**src/verilog/fpf_pkg.sv**
```systemverilog
/*
  fpf_pkg: shared constants, format codes and decode helpers for the
  floating-point load/store format converter.
  Assumes: 64-bit floating registers, 32-bit formats in the low half of
  the memory word.
*/
package fpf_pkg;

  localparam int DATA_W = 64;
  localparam int EXP_W = 11;
  localparam int TEXP_W = 12;
  localparam int CAUSE_W = 7;
  localparam int TRAP_W = 5;

  // register-format field positions
  localparam int SIGN_POS = 63;
  localparam int EXP_MSB = 62;
  localparam int EXP_LSB = 52;
  localparam int FRAC_MSB = 51;
  localparam int QUIET_POS = 51;
  localparam int D_EXP_LSB = 55;
  localparam int S_FRAC_LSB = 29;

  // exponent codes and biases
  localparam logic [10:0] EXP_ONES = 11'h7FF;
  localparam logic [7:0] EXPN_ONES = 8'hFF;
  localparam logic [10:0] F_ONES_MAP = 11'h47F;
  localparam logic [2:0] WIDEN_HI = 3'h0;
  localparam logic [2:0] WIDEN_LO = 3'h7;
  localparam logic [11:0] G_BIAS = 12'h400;
  localparam logic [11:0] D_BIAS = 12'h080;
  localparam logic [11:0] T_BIAS = 12'h3FF;
  localparam logic [11:0] S_DEN_EXP = 12'hF82;
  localparam logic [11:0] T_DEN_EXP = 12'hC02;
  localparam logic [63:0] ZERO64 = 64'h0000_0000_0000_0000;

  // exception cause bit positions; trap input uses the low five
  localparam int CS_INEXACT = 0;
  localparam int CS_DIVZERO = 1;
  localparam int CS_UNDER = 2;
  localparam int CS_OVER = 3;
  localparam int CS_INVALID = 4;
  localparam int CS_NO_ARITH = 5;
  localparam int CS_RESERVED = 6;

  typedef enum logic [4:0] {
    FMT_F = 5'h01,
    FMT_G = 5'h02,
    FMT_D = 5'h04,
    FMT_S = 5'h08,
    FMT_T = 5'h10
  } fpf_fmt_t;

  function automatic logic isLegacy(input fpf_fmt_t f);
    isLegacy = (f == FMT_F) || (f == FMT_G) || (f == FMT_D);
  endfunction

endpackage

```
**src/verilog/fpf_layout_conv.sv**
```systemverilog
/*
  fpf_layout_conv: combinational memory/register layout conversion for
  load and store of every supported format.
  Assumes: caller registers the results; 32-bit data in memIn[31:0].
*/
`timescale 1ns/1ps
module fpf_layout_conv (
  input wire fpf_pkg::fpf_fmt_t fmt,
  input wire logic [fpf_pkg::DATA_W-1:0] memIn,
  input wire logic [fpf_pkg::DATA_W-1:0] regIn,
  output logic [fpf_pkg::DATA_W-1:0] ldReg,
  output logic [fpf_pkg::DATA_W-1:0] stMem
);
  import fpf_pkg::*;

  function automatic logic [63:0] swapHalves(input logic [63:0] d);
    swapHalves = {d[15:0], d[31:16], d[47:32], d[63:48]};
  endfunction

  function automatic logic [10:0] widenExp(input logic [7:0] e, input logic ieee);
    logic [10:0] w;
    w = 11'h000;
    if (ieee && e == EXPN_ONES) begin
      w = EXP_ONES; // [RQ11]
    end else if (e[7]) begin
      w = {1'b1, WIDEN_HI, e[6:0]}; // [RQ11] [RQ22]
    end else if (e != 8'h00) begin
      w = {1'b0, WIDEN_LO, e[6:0]};
    end
    widenExp = w;
  endfunction

  always_comb begin
    ldReg = ZERO64;
    stMem = ZERO64;
    case (fmt)
      FMT_F: begin
        ldReg = {memIn[15], widenExp(memIn[14:7], 1'b0), memIn[6:0], memIn[31:16],
                 29'h0000_0000}; // [RQ22]
        stMem = {32'h0000_0000, regIn[44:29], regIn[63], regIn[62], regIn[58:52],
                 regIn[51:45]};
      end
      FMT_G, FMT_D: begin
        ldReg = swapHalves(memIn); // [RQ1] [RQ2] [RQ7] [RQ8]
        stMem = swapHalves(regIn); // [RQ7]
      end
      FMT_S: begin
        ldReg = {memIn[31], widenExp(memIn[30:23], 1'b1), memIn[22:0],
                 29'h0000_0000}; // [RQ10] [RQ13] [RQ14]
        stMem = {32'h0000_0000, regIn[63], regIn[62], regIn[58:52],
                 regIn[51:29]}; // [RQ12]
      end
      FMT_T: begin
        ldReg = memIn; // [RQ16]
        stMem = regIn; // [RQ16]
      end
      default: begin
        ldReg = ZERO64;
        stMem = ZERO64;
      end
    endcase
  end

endmodule

```
**src/verilog/fpf_classify.sv**
```systemverilog
/*
  fpf_classify: combinational classification of one register-format
  operand and its unbiased exponent.
  Assumes: single-precision IEEE operands are already in double form.
*/
`timescale 1ns/1ps
module fpf_classify (
  input wire fpf_pkg::fpf_fmt_t fmt,
  input wire logic [fpf_pkg::DATA_W-1:0] opnd,
  output logic isZero,
  output logic isResv,
  output logic isNan,
  output logic isSnan,
  output logic isInf,
  output logic isDenorm,
  output logic [fpf_pkg::TEXP_W-1:0] trueExp
);
  import fpf_pkg::*;

  logic [10:0] expCode;
  logic [7:0] expNarrow;
  logic sgn;
  logic fracNz;

  always_comb begin
    expCode = opnd[EXP_MSB:EXP_LSB];
    expNarrow = opnd[EXP_MSB:D_EXP_LSB];
    sgn = opnd[SIGN_POS];
    fracNz = opnd[FRAC_MSB:0] != 52'h0_0000_0000_0000;
    isZero = 1'b0;
    isResv = 1'b0;
    isNan = 1'b0;
    isSnan = 1'b0;
    isInf = 1'b0;
    isDenorm = 1'b0;
    trueExp = 12'h000;
    if (fmt == FMT_D) begin
      if (expNarrow == 8'h00) begin
        isZero = !sgn; // [RQ3] [RQ8]
        isResv = sgn; // [RQ5]
      end else begin
        trueExp = 12'(expNarrow) - D_BIAS; // [RQ8]
      end
    end else if (isLegacy(fmt)) begin
      if (expCode == 11'h000) begin
        isZero = !sgn; // [RQ3]
        isResv = sgn; // [RQ5]
      end else begin
        trueExp = 12'(expCode) - G_BIAS; // [RQ6]
      end
    end else if (expCode == EXP_ONES) begin
      isNan = fracNz; // [RQ15] [RQ18]
      isSnan = fracNz && !opnd[QUIET_POS]; // [RQ20]
      isInf = !fracNz;
    end else if (expCode == 11'h000) begin
      isZero = !fracNz;
      isDenorm = fracNz; // [RQ15] [RQ18]
      trueExp = (fmt == FMT_S) ? S_DEN_EXP : T_DEN_EXP;
    end else begin
      trueExp = 12'(expCode) - T_BIAS; // [RQ14] [RQ17]
    end
  end

endmodule

```
**src/verilog/fpf_ldst_unit.sv**
```systemverilog
/*
  fpf_ldst_unit: floating-point load/store format converter with operand
  classification, exception causes, ordered compare and zero cleanup of
  legacy results. Conversions are combinational and registered once.
  Assumes: load/store path, register file and arithmetic units drive
  the strobes synchronously to clk; no buffering.
*/
// Operation
// RQ1 - wide legacy double: sign, exponent, fraction fields
// RQ2 - wide legacy fraction halfword significance order
// RQ3 - legacy exponent zero, sign zero is zero
// RQ4 - legacy zero result is all zeros
// RQ5 - legacy reserved operand raises arithmetic exception
// RQ6 - wide legacy codes map to exponents +-1023
// RQ7 - narrow legacy double reorders like wide
// RQ8 - narrow legacy double follows legacy single conventions
// RQ9 - no narrow legacy double arithmetic
// RQ10 - single load widens exponent, zeros low fraction
// RQ11 - single load exponent mapping table
// RQ12 - single store drops bits, no checking
// RQ13 - single load does not validate input
// RQ14 - single memory fields: sign, exponent, fraction
// RQ15 - classify single NaN, infinity, denormal, zero
// RQ16 - double load/store moves bits unchanged
// RQ17 - double fields: sign, exponent, fraction
// RQ18 - classify double NaN, infinity, denormal
// RQ19 - IEEE arithmetic traps raise exception
// RQ20 - signaling NaN invalid, quiet NaN silent
// RQ21 - infinities order beyond every finite value
// RQ22 - legacy single all-ones exponent maps ordinarily
// RQ23 - conversion combinational within transfer cycle
`timescale 1ns/1ps
module fpf_ldst_unit (
  input wire logic clk,
  input wire logic sys_rst,
  input wire fpf_pkg::fpf_fmt_t fmt,
  input wire logic ldValid,
  input wire logic [fpf_pkg::DATA_W-1:0] memData,
  input wire logic stValid,
  input wire logic [fpf_pkg::DATA_W-1:0] regData,
  input wire logic opValid,
  input wire logic [fpf_pkg::TRAP_W-1:0] ieeeTrap,
  input wire logic cmpValid,
  input wire logic [fpf_pkg::DATA_W-1:0] regDataB,
  input wire logic resValid,
  input wire logic [fpf_pkg::DATA_W-1:0] resData,
  output logic ldDone,
  output logic [fpf_pkg::DATA_W-1:0] ldData,
  output logic stDone,
  output logic [fpf_pkg::DATA_W-1:0] stData,
  output logic clsDone,
  output logic clsZero,
  output logic clsReserved,
  output logic clsNan,
  output logic clsSnan,
  output logic clsInf,
  output logic clsDenorm,
  output logic [fpf_pkg::TEXP_W-1:0] clsExp,
  output logic opExc,
  output logic [fpf_pkg::CAUSE_W-1:0] opCause,
  output logic cmpDone,
  output logic cmpLess,
  output logic cmpUnordered,
  output logic resDone,
  output logic [fpf_pkg::DATA_W-1:0] resOut
);
  import fpf_pkg::*;

  function automatic logic [64:0] orderKey(input logic [63:0] v);
    orderKey = v[63] ? {1'b0, ~v} : {1'b1, v};
  endfunction

  logic [63:0] ldConv;
  logic [63:0] stConv;
  logic aZero, aResv, aNan, aSnan, aInf, aDen;
  logic bZero, bResv, bNan;
  logic rZero, rResv;
  logic [11:0] aExp;
  logic [7:0] causeVec;

  fpf_layout_conv uConv (
    .fmt(fmt),
    .memIn(memData),
    .regIn(regData),
    .ldReg(ldConv),
    .stMem(stConv)
  );

  fpf_classify uClsA (
    .fmt(fmt),
    .opnd(regData),
    .isZero(aZero),
    .isResv(aResv),
    .isNan(aNan),
    .isSnan(aSnan),
    .isInf(aInf),
    .isDenorm(aDen),
    .trueExp(aExp)
  );

  fpf_classify uClsB (
    .fmt(fmt),
    .opnd(regDataB),
    .isZero(bZero),
    .isResv(bResv),
    .isNan(bNan),
    .isSnan(),
    .isInf(),
    .isDenorm(),
    .trueExp()
  );

  fpf_classify uClsR (
    .fmt(fmt),
    .opnd(resData),
    .isZero(rZero),
    .isResv(rResv),
    .isNan(),
    .isSnan(),
    .isInf(),
    .isDenorm(),
    .trueExp()
  );

  logic ldDone_reg, ldDone_next;
  logic [63:0] ldData_reg, ldData_next;
  logic stDone_reg, stDone_next;
  logic [63:0] stData_reg, stData_next;
  logic clsDone_reg, clsDone_next;
  logic [5:0] clsFlags_reg, clsFlags_next;
  logic [11:0] clsExp_reg, clsExp_next;
  logic opExc_reg, opExc_next;
  logic [6:0] opCause_reg, opCause_next;
  logic cmpDone_reg, cmpDone_next;
  logic cmpLess_reg, cmpLess_next;
  logic cmpUnord_reg, cmpUnord_next;
  logic resDone_reg, resDone_next;
  logic [63:0] resOut_reg, resOut_next;

  always_comb begin
    causeVec = 8'h00;
    ldDone_next = ldValid; // [RQ23]
    ldData_next = ldValid ? ldConv : ldData_reg;
    stDone_next = stValid; // [RQ23]
    stData_next = stValid ? stConv : stData_reg;
    clsDone_next = opValid || cmpValid;
    clsFlags_next = clsFlags_reg;
    clsExp_next = clsExp_reg;
    if (opValid || cmpValid) begin
      clsFlags_next = {aDen, aInf, aSnan, aNan, aResv, aZero}; // [RQ15] [RQ18]
      clsExp_next = aExp; // [RQ6]
    end
    if (opValid) begin
      causeVec[CS_RESERVED] = aResv; // [RQ5]
      causeVec[CS_NO_ARITH] = (fmt == FMT_D); // [RQ9]
      if (!isLegacy(fmt)) begin
        causeVec[4:0] = ieeeTrap; // [RQ19]
        causeVec[CS_INVALID] = ieeeTrap[CS_INVALID] || aSnan; // [RQ20]
      end
    end
    opCause_next = causeVec[6:0];
    opExc_next = causeVec != 8'h00; // [RQ5] [RQ19] [RQ20]
    cmpDone_next = cmpValid;
    cmpLess_next = cmpLess_reg;
    cmpUnord_next = cmpUnord_reg;
    if (cmpValid) begin
      cmpUnord_next = aNan || bNan || aResv || bResv;
      cmpLess_next = !(aNan || bNan || aResv || bResv) && !(aZero && bZero)
                     && (orderKey(regData) < orderKey(regDataB)); // [RQ21]
    end
    resDone_next = resValid;
    resOut_next = resOut_reg;
    if (resValid) begin
      resOut_next = (isLegacy(fmt) && (rZero || rResv)) ? ZERO64 : resData; // [RQ4]
    end
  end

  always_ff @(posedge clk or posedge sys_rst) begin
    if (sys_rst) begin
      ldDone_reg <= 1'b0;
      ldData_reg <= ZERO64;
      stDone_reg <= 1'b0;
      stData_reg <= ZERO64;
      clsDone_reg <= 1'b0;
      clsFlags_reg <= 6'h00;
      clsExp_reg <= 12'h000;
      opExc_reg <= 1'b0;
      opCause_reg <= 7'h00;
      cmpDone_reg <= 1'b0;
      cmpLess_reg <= 1'b0;
      cmpUnord_reg <= 1'b0;
      resDone_reg <= 1'b0;
      resOut_reg <= ZERO64;
    end else begin
      ldDone_reg <= ldDone_next;
      ldData_reg <= ldData_next;
      stDone_reg <= stDone_next;
      stData_reg <= stData_next;
      clsDone_reg <= clsDone_next;
      clsFlags_reg <= clsFlags_next;
      clsExp_reg <= clsExp_next;
      opExc_reg <= opExc_next;
      opCause_reg <= opCause_next;
      cmpDone_reg <= cmpDone_next;
      cmpLess_reg <= cmpLess_next;
      cmpUnord_reg <= cmpUnord_next;
      resDone_reg <= resDone_next;
      resOut_reg <= resOut_next;
    end
  end

  assign ldDone = ldDone_reg;
  assign ldData = ldData_reg;
  assign stDone = stDone_reg;
  assign stData = stData_reg;
  assign clsDone = clsDone_reg;
  assign clsZero = clsFlags_reg[0];
  assign clsReserved = clsFlags_reg[1];
  assign clsNan = clsFlags_reg[2];
  assign clsSnan = clsFlags_reg[3];
  assign clsInf = clsFlags_reg[4];
  assign clsDenorm = clsFlags_reg[5];
  assign clsExp = clsExp_reg;
  assign opExc = opExc_reg;
  assign opCause = opCause_reg;
  assign cmpDone = cmpDone_reg;
  assign cmpLess = cmpLess_reg;
  assign cmpUnordered = cmpUnord_reg;
  assign resDone = resDone_reg;
  assign resOut = resOut_reg;

  // checking helpers: inputs one cycle back
  logic [63:0] memPrev;
  logic [63:0] regPrev;
  logic [63:0] regBPrev;
  fpf_fmt_t fmtPrev;

  always_ff @(posedge clk) begin
    memPrev <= memData;
    regPrev <= regData;
    regBPrev <= regDataB;
    fmtPrev <= fmt;
  end
endmodule

```
**config.mk**
```make
export PLATFORM = sky130hd
export DESIGN_NAME = fpf_ldst_unit
export DESIGN_NICKNAME = d
export VERILOG_FILES = /design/src/verilog/fpf_pkg.sv /design/src/verilog/fpf_layout_conv.sv /design/src/verilog/fpf_classify.sv /design/src/verilog/fpf_ldst_unit.sv
export SDC_FILE = /design/constraint.sdc
export NUM_CORES = 1
export LEC_CHECK = 0
export ABC_AREA = 1
export ABC_CLOCK_PERIOD_IN_PS = 8300
export BUFFER_PORTS_ARGS = -buffer_cell sky130_fd_sc_hd__buf_2
export CORE_ASPECT_RATIO = 0.7
export CORE_MARGIN = 1
export CORE_UTILIZATION = 33
export DETAILED_ROUTE_END_ITERATION = 8
export GPL_TIMING_DRIVEN = 0
export PLACE_DENSITY_LB_ADDON = 0.12
export SYNTH_ARGS = -nofsm -noshare
export SYNTH_HDL_FRONTEND = slang
export SYNTH_HIERARCHICAL = 1
export SYNTH_SLANG_ARGS = --single-unit
export TNS_END_PERCENT = 10
```
**constraint.sdc**
```tcl
create_clock -name clk -period 8.3 [get_ports clk]
set_input_delay 0.415 -clock clk [delete_from_list [all_inputs] [get_ports clk]]
set_output_delay 0.415 -clock clk [all_outputs]
set_load 0.005 [all_outputs]
```
# --- Yosys cells after proc, flatten, opt, wreduce, memory -nomap -nowiden ---
# Cells that the tools add are included.
totals:
  register_bits: 225
  in_bits: 273
  elab_cells: 129
op_classes:
  n_addsub: 3
  order_cmp: 1
  eq_ne: 9
  muxes: 65
  bitwise: 2
  reduce_logical: 35
op_table:
  columns: ["operator", "count"]
  rows:
  - ["64-bit one-hot mux with 4 select lines", 2]
  - ["52-bit nonzero test", 3]
  - ["65-bit 2-to-1 mux", 2]
  - ["64-bit NOT", 2]
  - ["12-bit 2-to-1 mux", 6]
  - ["65-bit < comparator", 1]
  - ["64-bit 2-to-1 mux", 1]
  - ["1-bit 2-to-1 mux", 46]
  - ["11-bit equality test, second input constant", 3]
  - ["11-bit logical NOT", 3]
  - ["11-bit 2-to-1 mux", 3]
  - ["10-bit 2-to-1 mux", 3]
  - ["8-bit logical NOT", 3]
  - ["8-bit nonzero test", 2]
  - ["11-bit by 10-bit subtractor with 12-bit output, second input constant", 1]
  - ["11-bit by 11-bit subtractor with 12-bit output, second input constant", 1]
  - ["1-bit logical NOT", 9]
  - ["8-bit by 8-bit subtractor with 9-bit output, second input constant", 1]
  - ["8-bit equality test, second input constant", 1]
  - ["1-bit logical OR", 8]
  - ["7-bit 2-to-1 mux", 1]
  - ["7-bit nonzero test", 1]
  - ["5-bit by 1-bit equality test with 1-bit output, second input constant", 1]
  - ["5-bit by 2-bit equality test with 1-bit output, second input constant", 1]
  - ["6 further kinds", 10]

# --- Depth between registers and ports, before layout ---
# Gate-level depths: netlist of run 1.
logic_depth:
  depth_word: 11
  depth_mapped: 19
  depth_no_buf: 19

# --- Hierarchy ---
# Netlist of run 1, hierarchy kept.
modules_own_cells:
  columns: ["module", "n_inst", "cells_each", "area_per_inst_um2", "seq_area_each_um2"]
  rows:
  - ["fpf_ldst_unit", 1, 1073, 11333.4, 5630.4]
  - ["fpf_classify", 3, 222, 1137.3, 0.0]
  - ["fpf_layout_conv", 1, 649, 3354.5, 0.0]

# --- Least setup slack after synthesis of run 1 ---
# OpenSTA, ideal clock, no wires.
synth_path:
  path_type: "input -> register"
  start: "input regData[63] (netlist name)"
  end: "register cmpLess_reg (netlist: cmpLess)"
  setup_ps: 116
  arrival_time_ps: 1961
  t_required_ps: 8184
  slack_ps: 6223
  stages: 15
  path_cell_list: "buf_2 -> buf_2 -> xor2_1 -> ha_1 -> nand2_1 -> nor2_1 -> inv_1 -> nor2_1 -> nand2_1 -> nor2_1 -> nand2_1 -> nand2_1 -> nor2_1 -> nand2_1 -> nand2_1"
synth_via:
  elab_chain_cells: 8
  word_cells_on_any_way: 19
  cone_classes: "1 x order compare; 9 x mux; 1 x bitwise; 8 x reduce/logical"
synth_lines:
  columns: ["item", "line_no", "rtl"]
  rows:
  - ["from (decl)", "fpf_ldst_unit.sv:40", "input wire logic [fpf_pkg::DATA_W-1:0] regData,"]
  - ["parallel branches: the longest is 7 deep, another holds 65-bit < comparator", null, null]
  - ["1-bit logical AND (*)", "fpf_ldst_unit.sv:169", "&& (orderKey(regData) < orderKey(regDataB));"]
  - ["to (signal assigned)", "fpf_ldst_unit.sv:205", "cmpLess_reg <= cmpLess_next;"]
  - ["to (decl)", "fpf_ldst_unit.sv:135", "logic cmpLess_reg, cmpLess_next;"]
# Every way passes the cells marked *.
# A chain may end at the register's enable or synchronous reset.

# --- Final worst setup path of run 1 ---
# Same ends and word-level chain as after synthesis.

==> key figures, run 1 <==
Status
  • Outcome: finished clean

Clock tree
  • Worst-path clk slew: 0.06 ns
  • TritonCTS clock tree: yes
  • H-tree levels: 1
  • Root buffer cell: clkbuf_16
  • CTS Buffer Depth: 3
  • CTS buffer count: 25
  • CTS sink cnt: 225
  • Cts repair resizes: 0
  • Worst-Skew Late Latency: 0.56 ns
  • Post-CTS Setup Bufs: 0
  • CTS hold repair buffers: 5

Critical path
  • CP max FO: 10
  • Crit-path cells: buf_2 -> buf_2 -> buf_2 -> xor2_1 -> ha_1 -> nand2_1 -> nor2_1 -> inv_1 -> nor2_1 -> nand2_1 -> nor2_1 -> nand2_1 -> nand2_1 -> nor2_1 -> nand2_1 -> nand2_1
  • R2r endpoint: stData[16]$_DFFE_PP0P_
  • Worst reg-to-reg setup slack: 7.51 ns
  • Crit-path most repeated cell: nand2_1
  • Worst Path Required: 8.74 ns
  • Slowest stage cell, crit path: buf_2
  • CP max stage delay: 0.41 ns
  • Critical Path Source Type: input port
  • Setup crit end kind: flop
  • Reg2reg path depth: 1
  • Worst Path Arrival: 3.02 ns
  • R2R Path Start: stData[16]$_DFFE_PP0P_
  • WS Path Type: in -> reg

Layout
  • Util after Layout: 41.9%
  • Register Area: 0.00563 sq mm
  • Area taken by multi-input logic gates: 0.00971 sq mm
  • Synth-to-Final Area Change: 25.6%
  • Nets: 3,018
  • Fillers: 5,279
  • Share of cells above drive strength 1: 31.3%

Global route
  • Vias in the first global route: 16,465
  • Grt ovf: 0
  • First-pass GRT wire length: 107 mm
  • Initial antenna violation count: 4
  • Pin count of the biggest net entering global routing: 101
  • GRT Overall Usage: 27.2%

Routing
  • Ratio of routed vias to standard cells: 5.27
  • TritonRoute pass-1 iters: 6
  • Starting DRT DRC Count: 1,983
  • DRT antenna net count: 0
  • Final routed DRC violation total: 0
  • Total Wirelength: 73.6 mm
  • DR vias: 17,756
  • Wire length per cell: 21.8 um

Worst hold path
  • Hold Startpoint: ieeeTrap[2]
  • Worst Hold End: opCause[2]$_DFF_PP0_
  • Worst Hold Depth: 3
  • Hold Path Class: in -> reg

STA
  • Final worst-path setup slack: 5.72 ns
  • Worst Skew: 0 ns
  • Final worst-path cycle share: 31.0%
  • Setup-failing EPs final: 0
  • Worst-margin pin slew: 0.708 ns
  • Fmax: 388 MHz
  • Worst rel slew slack: 52.6%
  • Final count of pins violating max slew: 0
  • Hold Violations, Final: 0
  • RSZ-0062 raised after global routing: false
  • Fin crit period: 2.58 ns

Floorplanning
  • Die Height: 191 um
  • Die ar.: 0.0522 sq mm
  • Total core area: 0.0507 sq mm
  • Die Wd: 273 um
  • Rows: 69
  • I/O pins: 498
  • Initial Util: 33.4%

Place
  • Place WS: 5.24 ns
  • Port bufs: 497
  • Gpl congestion: 0.930
  • DP Wirelength: 58.2 mm

Logic synthesis
  • Post-synthesis instance total: 2,146
  • Synth Area per Inst: 7.89 sq um
  • Post-Syn Area: 0.0169 sq mm
  • YS warnings: 6
  • Net Count, Synth: 2,487

Power
  • Pwr Density: 151 mW/mm^2
  • Maximum vdd ir drop: 0.000149 V
  • Part of the power in combinational logic: 25.1%
  • LEAKAGE: 0.0110 uW
  • Switch share: 32.8%
  • Net switching power: 1050 uW
  • Internal power: 2150 uW
  • Sequential share of power: 37.4%
  • Part of the power in the clock network: 37.5%

Job
  • Max-Cap Viols: 0
## critical path, delay by kind of cell
| kind | cells | cell delay (ns) |
|---|---|---|
| buffers and inverters | 4 | 1.12 |
| xor gates and xnor gates | 1 | 0.13 |
| and+or+nand+nor | 10 | 1.05 |
| adders and majority gates | 1 | 0.29 |
## metrics by stage
step | power (uW) | hold WS (ns) | setup TNS [ns] | instance area (sq um) | instances
after global placement | 2000 | 0.458 | -256.90 | 20300 | 3317
after CTS | 3240 | 0.0318 | 0 | 21200 | 3370
after floorplan | 1640 | 0.446 | 0 | 16900 | 2146
after global routing | 3370 | 0.0432 | 0 | 21200 | 3372
final | 3200 | 0.0688 | 0 | 21200 | 3372
after detailed placement | 2010 | 0.441 | 0 | 20300 | 3319
## area by class of cell
class	instances	share of cell area [%]
multi-input cells	1542	45.7
flip-flops and latches	225	26.5
repair buffers	504	12.2
well taps	674	3.97
inverters	220	3.96
plain buffers	159	3.53
clock buffers	31	3.29
clock inverters	15	0.854
diodes	2	0.0236
## worst max-delay path by stage
| stage | start | end | slack (ns) | cells after the start |
|---|---|---|---|---|
| final | regData[63] | cmpLess$_DFFE_PP0P_ | 5.72 | 16 |
| after global routing | regData[63] | cmpLess$_DFFE_PP0P_ | 5.63 | 16 |
| after CTS | regData[63] | cmpLess$_DFFE_PP0P_ | 5.84 | 16 |
| after detailed placement | regData[63] | cmpLess$_DFFE_PP0P_ | 5.24 | 16 |
| after global placement | sys_rst | cmpUnordered$_DFFE_PP0P_ | -1.21 | 2 |
| after floorplan | sys_rst | clsDone$_DFF_PP0_ | 1.72 | 1 |
## metal layers
metal / track usage (%) / part of all wire [%]
met5: 0 / 0.023
met2: 41.1 / 44
met1: 39.5 / 46
met4: 7.82 / 3.0
met3: 4.58 / 7.8
## power by group through the flow
stage               Sequential [uW]  Clock (uW)  Combinational (uW)
detailed placement             1220           0                 795
floorplan                      1220           0                 414
global route                   1210        1280                 884
CTS                            1200        1240                 800
global placement               1220           0                 781
finish                         1200        1200                 805
## cell usage in the layout, fill, tap and decap left out, types with 7 or more instances in the layout
master       n
nand3_1    219
nor2_8       8
xor2_1      65
xnor2_1     62
inv_2       11
nor2_2       9
inv_1      204
ha_1        68
nand4_1    259
mux2_2     128
clkbuf_16   25
nor2_1     181
clkbuf_1    65
nor3_1       9
dfrtp_1    225
nand2_4      7
nand3_2     18
nand2_2     12
o21ai_1     66
o21ai_0     70
nand2_1    296
buf_6        9
buf_1       19
buf_2      563
nor2_4      15
a21oi_1     29
Power figures use the tool's default switching activity.
==> inputs of run 2 (changes only) <==
--- a/config.mk
+++ b/config.mk
@@ -5,8 +5,8 @@
 export SDC_FILE = /design/constraint.sdc
 export NUM_CORES = 1
 export LEC_CHECK = 0
-export ABC_AREA = 1
-export ABC_CLOCK_PERIOD_IN_PS = 8300
+export ABC_AREA = 0
+export ABC_CLOCK_PERIOD_IN_PS = 2400
 export BUFFER_PORTS_ARGS = -buffer_cell sky130_fd_sc_hd__buf_2
 export CORE_ASPECT_RATIO = 0.7
 export CORE_MARGIN = 1
==> constraint.sdc (replaced) <==
create_clock -name clk -period 2.4 [get_ports clk]
set_input_delay 0.12 -clock clk [delete_from_list [all_inputs] [get_ports clk]]
set_output_delay 0.12 -clock clk [all_outputs]
set_load 0.005 [all_outputs]
==> run 2 against run 1 <==
Against the previous run: cell area shrank 6.6%; synthesized area fell by 16%; via count shrank 16%; clock skew unchanged; combinational power increased to 3.1 times the previous value; sequential cell count unchanged; final cell count shrank 20%; global-route usage up 1.6 points; clock power increased to 3.5 times the previous value; power rose to 3.4 times the previous value; largest power group is now clock.
==> key figures, run 2 <==
Power
  • Switch share: 31.2% (-1.6 points)
  • Sequential share of power: 38.3% (+0.9 points)
  • Internal power: 7470 uW (+250%)
  • Part of the power in the clock network: 38.6% (+1.1 points)
  • Part of the power in combinational logic: 23.1% (-2.0 points)
  • Maximum vdd ir drop: 0.000481 V (+220%)
  • Pwr Density: 548 mW/mm^2 (+260%)
  • LEAKAGE: 0.0101 uW (-8.8%)
  • Net switching power: 3390 uW (+220%)

Place
  • Port bufs: 497 (unchanged)
  • DP Wirelength: 50.9 mm (-12%)
  • Place WS: -0.727 ns (-5.97 ns)
  • Gpl congestion: 0.942 (+1.3%)

Critical path
  • Worst Path Arrival: 2.83 ns (-0.19 ns)
  • Critical path's top delay family: buffers and inverters
  • Crit-path cells: buf_2 -> buf_4 -> buf_1 -> xnor2_1 -> ha_1 -> nand4_1 -> nor4_1 -> o311a_1 -> o41ai_1 -> and2_1
  • Slowest stage cell, crit path: buf_1
  • CP bufs+invs: 3 (-1)
  • Setup crit end kind: flop
  • CP max stage delay: 0.57 ns (+0.16 ns)
  • WS Path Type: in -> reg
  • CP max FO: 10 (unchanged)
  • Critical Path Source Type: input port
  • Worst Path Required: 2.87 ns (-5.87 ns)

STA
  • Final worst-path cycle share: 98.0%
  • Setup-failing EPs final: 0 (unchanged)
  • Final count of pins violating max slew: 0 (unchanged)
  • Worst-margin pin slew: 0.896 ns (+0.188 ns)
  • RSZ-0062 raised after global routing: false
  • Worst Skew: 0 ns (unchanged)
  • Hold Violations, Final: 0 (unchanged)
  • Fmax: 425 MHz
  • Final worst-path setup slack: 0.0484 ns (-5.68 ns)
  • Worst rel slew slack: 40.3% (-12 points)
  • Fin crit period: 2.35 ns

Worst hold path
  • Hold Path Class: in -> reg

Global route
  • First-pass GRT wire length: 95.4 mm (-11%)
  • GRT Overall Usage: 28.9% (+1.6 points)
  • Grt ovf: 0 (unchanged)
  • Pin count of the biggest net entering global routing: 40 (-60%)
  • Vias in the first global route: 14,544 (-12%)
  • Initial antenna violation count: 8 (+4)

Layout
  • Util after Layout: 46.7% (+4.8 points)
  • Nets: 2,446 (-19%)
  • Share of cells above drive strength 1: 36.0% (+4.7 points)
  • Most frequent cells in the layout: 533 x buf_2, 225 x dfrtp_1, 160 x nand2_1
  • Commonest non-fill, non-tap cell in the layout: buf_2
  • Synth-to-Final Area Change: 39.0%

Routing
  • Ratio of routed vias to standard cells: 5.57 (+5.7%)
  • Met2 routed WL: 28.3 mm (-12%)
  • Final routed DRC violation total: 0 (unchanged)
  • Met1 WL: 27.8 mm (-17%)
  • WL met3: 7.26 mm (+26%)
  • Wire length per cell: 24.5 um (+12%)
  • TritonRoute pass-1 iters: 6 (unchanged)
  • Starting DRT DRC Count: 1,753 (-12%)
  • DRT antenna net count: 0 (unchanged)
  • Total Wirelength: 65.7 mm (-11%)
  • DR vias: 14,936 (-16%)
  • Highest Signal Layer: met5

Clock tree
  • Root buffer cell: clkbuf_16
  • CTS sink cnt: 225 (unchanged)
  • H-tree levels: 1 (unchanged)
  • Worst-Skew Late Latency: 0.57 ns (about the same)
  • CTS Buffer Depth: 3 (unchanged)
  • CTS buffer count: 27 (+8.0%)
  • TritonCTS clock tree: yes
  • Worst-path clk slew: 0.07 ns (about the same)
  • Post-CTS Setup Bufs: 0 (unchanged)

Floorplanning
  • Rows: 63 (-8.7%)
  • Die Wd: 251 um (-8.1%)
  • Total core area: 0.0425 sq mm (-16%)
  • Initial Util: 33.6% (+0.19 points)
  • Die Height: 176 um (-8.1%)
  • Die ar.: 0.0441 sq mm (-16%)
  • I/O pins: 498 (unchanged)

Logic synthesis
  • Net Count, Synth: 1,781 (-28%)
  • YS warnings: 6 (unchanged)
  • Post-Syn Area: 0.0143 sq mm (-16%)
  • Synth Area per Inst: 9.91 sq um (+26%)
  • Post-synthesis instance total: 1,440 (-33%)

Status
  • Outcome: finished clean

Job
  • Max-Cap Viols: 0 (unchanged)
run 2: metrics by stage:
| stage | cell area, sq um | hold slack (ns) | TNS, ns | std cells | total power, uW |
|---|---|---|---|---|---|
| finish | 19800 | 0.0207 | 0 | 2683 | 10900 |
| CTS | 19800 | 0.00128 | 0 | 2677 | 10900 |
| detailed placement | 17600 | 0.248 | -25.42 | 2495 | 6540 |
| global placement | 17500 | 0.253 | -528.14 | 2489 | 6480 |
| floorplan | 14300 | 0.151 | -148.05 | 1440 | 5340 |
| global route | 19800 | 0.00809 | 0 | 2683 | 11400 |
run 2: final cells by class:
cell class,instances,area [sq um]
Fill cell,4106,22600
Multi-Input combinational cell,1046,7960
Sequential cell,225,5630
Timing Repair Buffer,637,3950
Clock buffer,36,800
Tap cell,552,691
Buffer,88,399
Inverter,80,304
Clock inverter,12,92.6
Antenna cell,7,17.5
run 2: worst register-to-register path, stage by stage (launching register included):
cell and delay, ns:
dfrtp_1 0.41, inv_1 0.08, o211ai_1 0.12, a31oi_1 0.22, o41ai_1 0.12, and2_1 0.17
run 2: power groups by stage:
stage | clock [uW] | sequential [uW] | combinational (uW)
floorplan | 0 | 4240 | 1100
global placement | 0 | 4220 | 2270
detailed placement | 0 | 4220 | 2320
CTS | 4290 | 4160 | 2490
global route | 4430 | 4190 | 2740
finish | 4190 | 4160 | 2510
run 2: path summary, 6_finish.rpt:
path / to / start / slack, ns / cells after the start
min: stData[50]$_DFFE_PP0P_ / regData[2] / 0.02 / 3
max in group asynchronous: stData[46]$_DFFE_PP0P_ / sys_rst / 0.88 / 7
min in group asynchronous: resOut[60]$_DFFE_PP0P_ / sys_rst / 0.17 / 3
min reg2reg: cmpUnordered$_DFFE_PP0P_ / cmpUnordered$_DFFE_PP0P_ / 0.50 / 2
max: cmpLess$_DFFE_PP0P_ / regDataB[63] / 0.05 / 10
max reg2reg: cmpLess$_DFFE_PP0P_ / cmpLess$_DFFE_PP0P_ / 1.18 / 5
run 2: per-layer routing:
| metal | global-route usage (%) | vias to the layer above |
|---|---|---|
| li1 | - | 6622 |
| met1 | 40.1 | 7256 |
| met2 | 43.4 | 912 |
| met3 | 7.70 | 144 |
| met4 | 9.66 | 2 |
| met5 | 0 | - |
run 2: repair_timing:
action	CTS	global route
endpoints found under the hold margin	165	0
hold buffers	134	0
setup endpoints to repair	1	61
pin swaps	0	0
resized for setup	4	6
==> inputs of run 3 (changes only) <==
--- a/config.mk
+++ b/config.mk
@@ -8,10 +8,9 @@
 export ABC_AREA = 0
 export ABC_CLOCK_PERIOD_IN_PS = 2400
 export BUFFER_PORTS_ARGS = -buffer_cell sky130_fd_sc_hd__buf_2
-export CORE_ASPECT_RATIO = 0.7
-export CORE_MARGIN = 1
-export CORE_UTILIZATION = 33
+export CORE_AREA = 2 2 194 196
 export DETAILED_ROUTE_END_ITERATION = 8
+export DIE_AREA = 0 0 196 198
 export GPL_TIMING_DRIVEN = 0
 export PLACE_DENSITY_LB_ADDON = 0.12
 export SYNTH_ARGS = -nofsm -noshare
==> run 3 against run 2 <==
Against the previous run: global-route usage increased by 2.4 points; largest power group unchanged; first-iteration DRC count down 29%; clock power about the same; maximum frequency up 4.5%; critical path depth is 1 higher; routed wire length is 5.2% lower; clock skew unchanged; worst hold slack better by 0.0062 ns.
==> key figures, run 3 (same netlist as run 2, synthesis figures left out) <==
Status
  • Outcome: finished clean

Routing
  • Final routed DRC violation total: 0 (unchanged)
  • DRT antenna net count: 0 (unchanged)
  • Total Wirelength: 62.3 mm (-5.2%)
  • Ratio of routed vias to standard cells: 5.69 (+2.2%)
  • DR vias: 14,747 (-1.3%)
  • Starting DRT DRC Count: 1,237 (-29%)
  • TritonRoute pass-1 iters: 6 (unchanged)
  • Wire length per cell: 24.0 um (-1.9%)

STA
  • Final setup TNS: 0 ns (unchanged)
  • Worst rel slew slack: 41.6% (+1.4 points)
  • Final worst-path cycle share: 93.7% (-4.3 points)
  • Fin crit period: 2.25 ns (-0.102 ns)
  • RSZ-0062 raised after global routing: false
  • Worst Skew: 0 ns (unchanged)
  • Final count of pins violating max slew: 0 (unchanged)
  • Setup-failing EPs final: 0 (unchanged)
  • Fmax: 445 MHz (+4.5%)
  • Worst-margin pin slew: 0.875 ns (-0.0207 ns)
  • Hold Violations, Final: 0 (unchanged)

Global route
  • Initial antenna violation count: 1 (-7)
  • Vias in the first global route: 14,911 (+2.5%)
  • GRT Overall Usage: 31.3% (+2.4 points)
  • First-pass GRT wire length: 91.9 mm (-3.7%)
  • Pin count of the biggest net entering global routing: 42 (+5.0%)
  • Grt ovf: 0 (unchanged)

Power
  • Part of the power in combinational logic: 23.0% (about the same)
  • Switch share: 30.0% (-1.2 points)
  • Net switching power: 3260 uW (-4.0%)
  • Internal power: 7590 uW (+1.6%)
  • Pwr Density: 551 mW/mm^2 (+0.66%)
  • LEAKAGE: 0.0100 uW (-0.11%)
  • Sequential share of power: 38.3% (about the same)
  • Part of the power in the clock network: 38.7% (about the same)
  • Maximum vdd ir drop: 0.000482 V (+0.37%)

Layout
  • Synth-to-Final Area Change: 37.9%
  • Final std cells w/o fill: 2,592 (-3.4%)
  • Nets: 2,443 (-0.12%)
  • Most frequent cells in the layout: 533 x buf_2, 225 x dfrtp_1, 160 x nand2_1
  • Util after Layout: 53.3% (+6.6 points)
  • Fillers: 3,453 (-16%)
  • Final std cell area, no fill: 0.0197 sq mm (-0.80%)
  • Commonest non-fill, non-tap cell in the layout: buf_2
  • Share of cells above drive strength 1: 35.8% (-0.21 points)

Critical path
  • WS Path Type: in -> reg
  • Crit-path most repeated cell: buf_2
  • Slowest stage cell, crit path: nor4_1
  • Critical Path Source Type: input port
  • Crit-path cells: buf_2 -> buf_2 -> buf_2 -> xor2_1 -> ha_1 -> nand3_1 -> nor4_1 -> o211ai_1 -> a31oi_1 -> o41ai_1 -> and2_1
  • Setup crit end: cmpLess$_DFFE_PP0P_
  • CP bufs+invs: 3 (unchanged)
  • Worst reg-to-reg setup slack: 1.22 ns (+0.04 ns)
  • Crit. Startpoint: regData[63]
  • CP max stage delay: 0.46 ns (-0.11 ns)
  • Crit. path cell count: 11 (+1)
  • Worst Path Arrival: 2.70 ns (-0.13 ns)
  • R2R Path Start: cmpLess$_DFFE_PP0P_
  • R2r endpoint: cmpLess$_DFFE_PP0P_
  • CP max FO: 10 (unchanged)
  • Critical path's top delay family: buffers and inverters
  • Setup crit end kind: flop
  • Reg2reg path depth: 5 (unchanged)
  • Worst Path Required: 2.85 ns (-0.02 ns)

Floorplanning
  • Die Height: 198 um (+13%)
  • I/O pins: 498 (unchanged)
  • Total core area: 0.0370 sq mm (-13%)
  • Die Wd: 196 um (-22%)
  • Rows: 71 (+13%)
  • Die ar.: 0.0388 sq mm (-12%)
  • Initial Util: 38.6% (+5.0 points)

Clock tree
  • TritonCTS clock tree: yes
  • Post-CTS Setup Bufs: 0 (unchanged)
  • CTS sink cnt: 225 (unchanged)
  • Worst-Skew Late Latency: 0.56 ns (about the same)
  • CTS Buffer Depth: 3 (unchanged)
  • CTS buffer count: 27 (unchanged)
  • Worst-path clk slew: 0.07 ns (about the same)
  • Root buffer cell: clkbuf_16
  • H-tree levels: 1 (unchanged)

Place
  • Gpl congestion: 0.934 (-0.80%)
  • DP Area: 0.0175 sq mm (-0.56%)
  • DP Wirelength: 47.7 mm (-6.3%)
  • Port bufs: 497 (unchanged)
  • DP Cell Count: 2,417 (-3.1%)

Worst hold path
  • Hold Path Class: in -> reg
  • Worst Hold Depth: 3 (unchanged)

Job
  • Max-Cap Viols: 0 (unchanged)
==> run 3: per-layer routing <==
| layer | vias to the layer above | wire length (um) | part of all wire (%) | track usage (%) |
|---|---|---|---|---|
| li1 | 6600 | - | - | - |
| met2 | 847 | 28600 | 46 | 51.3 |
| met1 | 7121 | 24500 | 39 | 39.6 |
| met3 | 179 | 6100 | 9.8 | 6.88 |
| met4 | 0 | 3130 | 5.0 | 14.1 |
| met5 | - | 0 | 0 | 0 |
==> run 3: power by group through the flow <==
stage	Combinational, uW	Clock, uW	Sequential (uW)
after floorplan	1100	0	4240
after global placement	2250	0	4220
after detailed placement	2290	0	4210
after CTS	2460	4270	4160
after global routing	2710	4410	4190
final	2490	4200	4160
==> run 3: what timing repair did <==
| item | CTS | global route |
|---|---|---|
| hold buffers | 131 | 0 |
| setup endpoints to repair | 1 | 62 |
| gates resized for setup | 4 | 9 |
| hold endpoints to repair | 245 | 0 |
==> run 3: layout make-up <==
type | instances | area [sq um] | share of cell area (%)
sequential | 225 | 5630 | 28.6
timing repair buffer | 634 | 3920 | 19.9
multi-input combinational | 1046 | 7960 | 40.4
antenna | 1 | 2.50 | 0.0127
buffer | 88 | 402 | 2.04
clock inverter | 9 | 136 | 0.693
tap | 474 | 593 | 3.01
inverter | 80 | 304 | 1.54
clock buffer | 35 | 736 | 3.74
==> run 3: through the flow <==
stage	setup slack, ns	hold WS (ns)	total power (uW)
after floorplan	-0.658	0.151	5340
after global placement	-2.27	0.249	6460
after detailed placement	-0.682	0.0196	6510
after CTS	0.00641	0.0000544	10900
after global routing	0.0137	0.0174	11300
final	0.150	0.0268	10800
==> run 3: worst reg2reg max path: stages (launching register included) <==
cell,delay (ns)
dfrtp_1,0.39
inv_1,0.08
o211ai_1,0.09
a31oi_1,0.22
o41ai_1,0.13
and2_1,0.17
==> run 3: how the worst min path moves through the flow <==
stage                startpoint  slack (ns)                endpoint
CTS                 memData[46]     0.00005  ldData[46]$_DFFE_PP0P_
finish              regData[18]        0.03  stData[34]$_DFFE_PP0P_
floorplan              cmpValid        0.15       cmpDone$_DFF_PP0_
global route         memData[5]        0.02   ldData[5]$_DFFE_PP0P_
detailed placement      sys_rst        0.02  resOut[13]$_DFFE_PP0P_
global placement        ldValid        0.25        ldDone$_DFF_PP0_
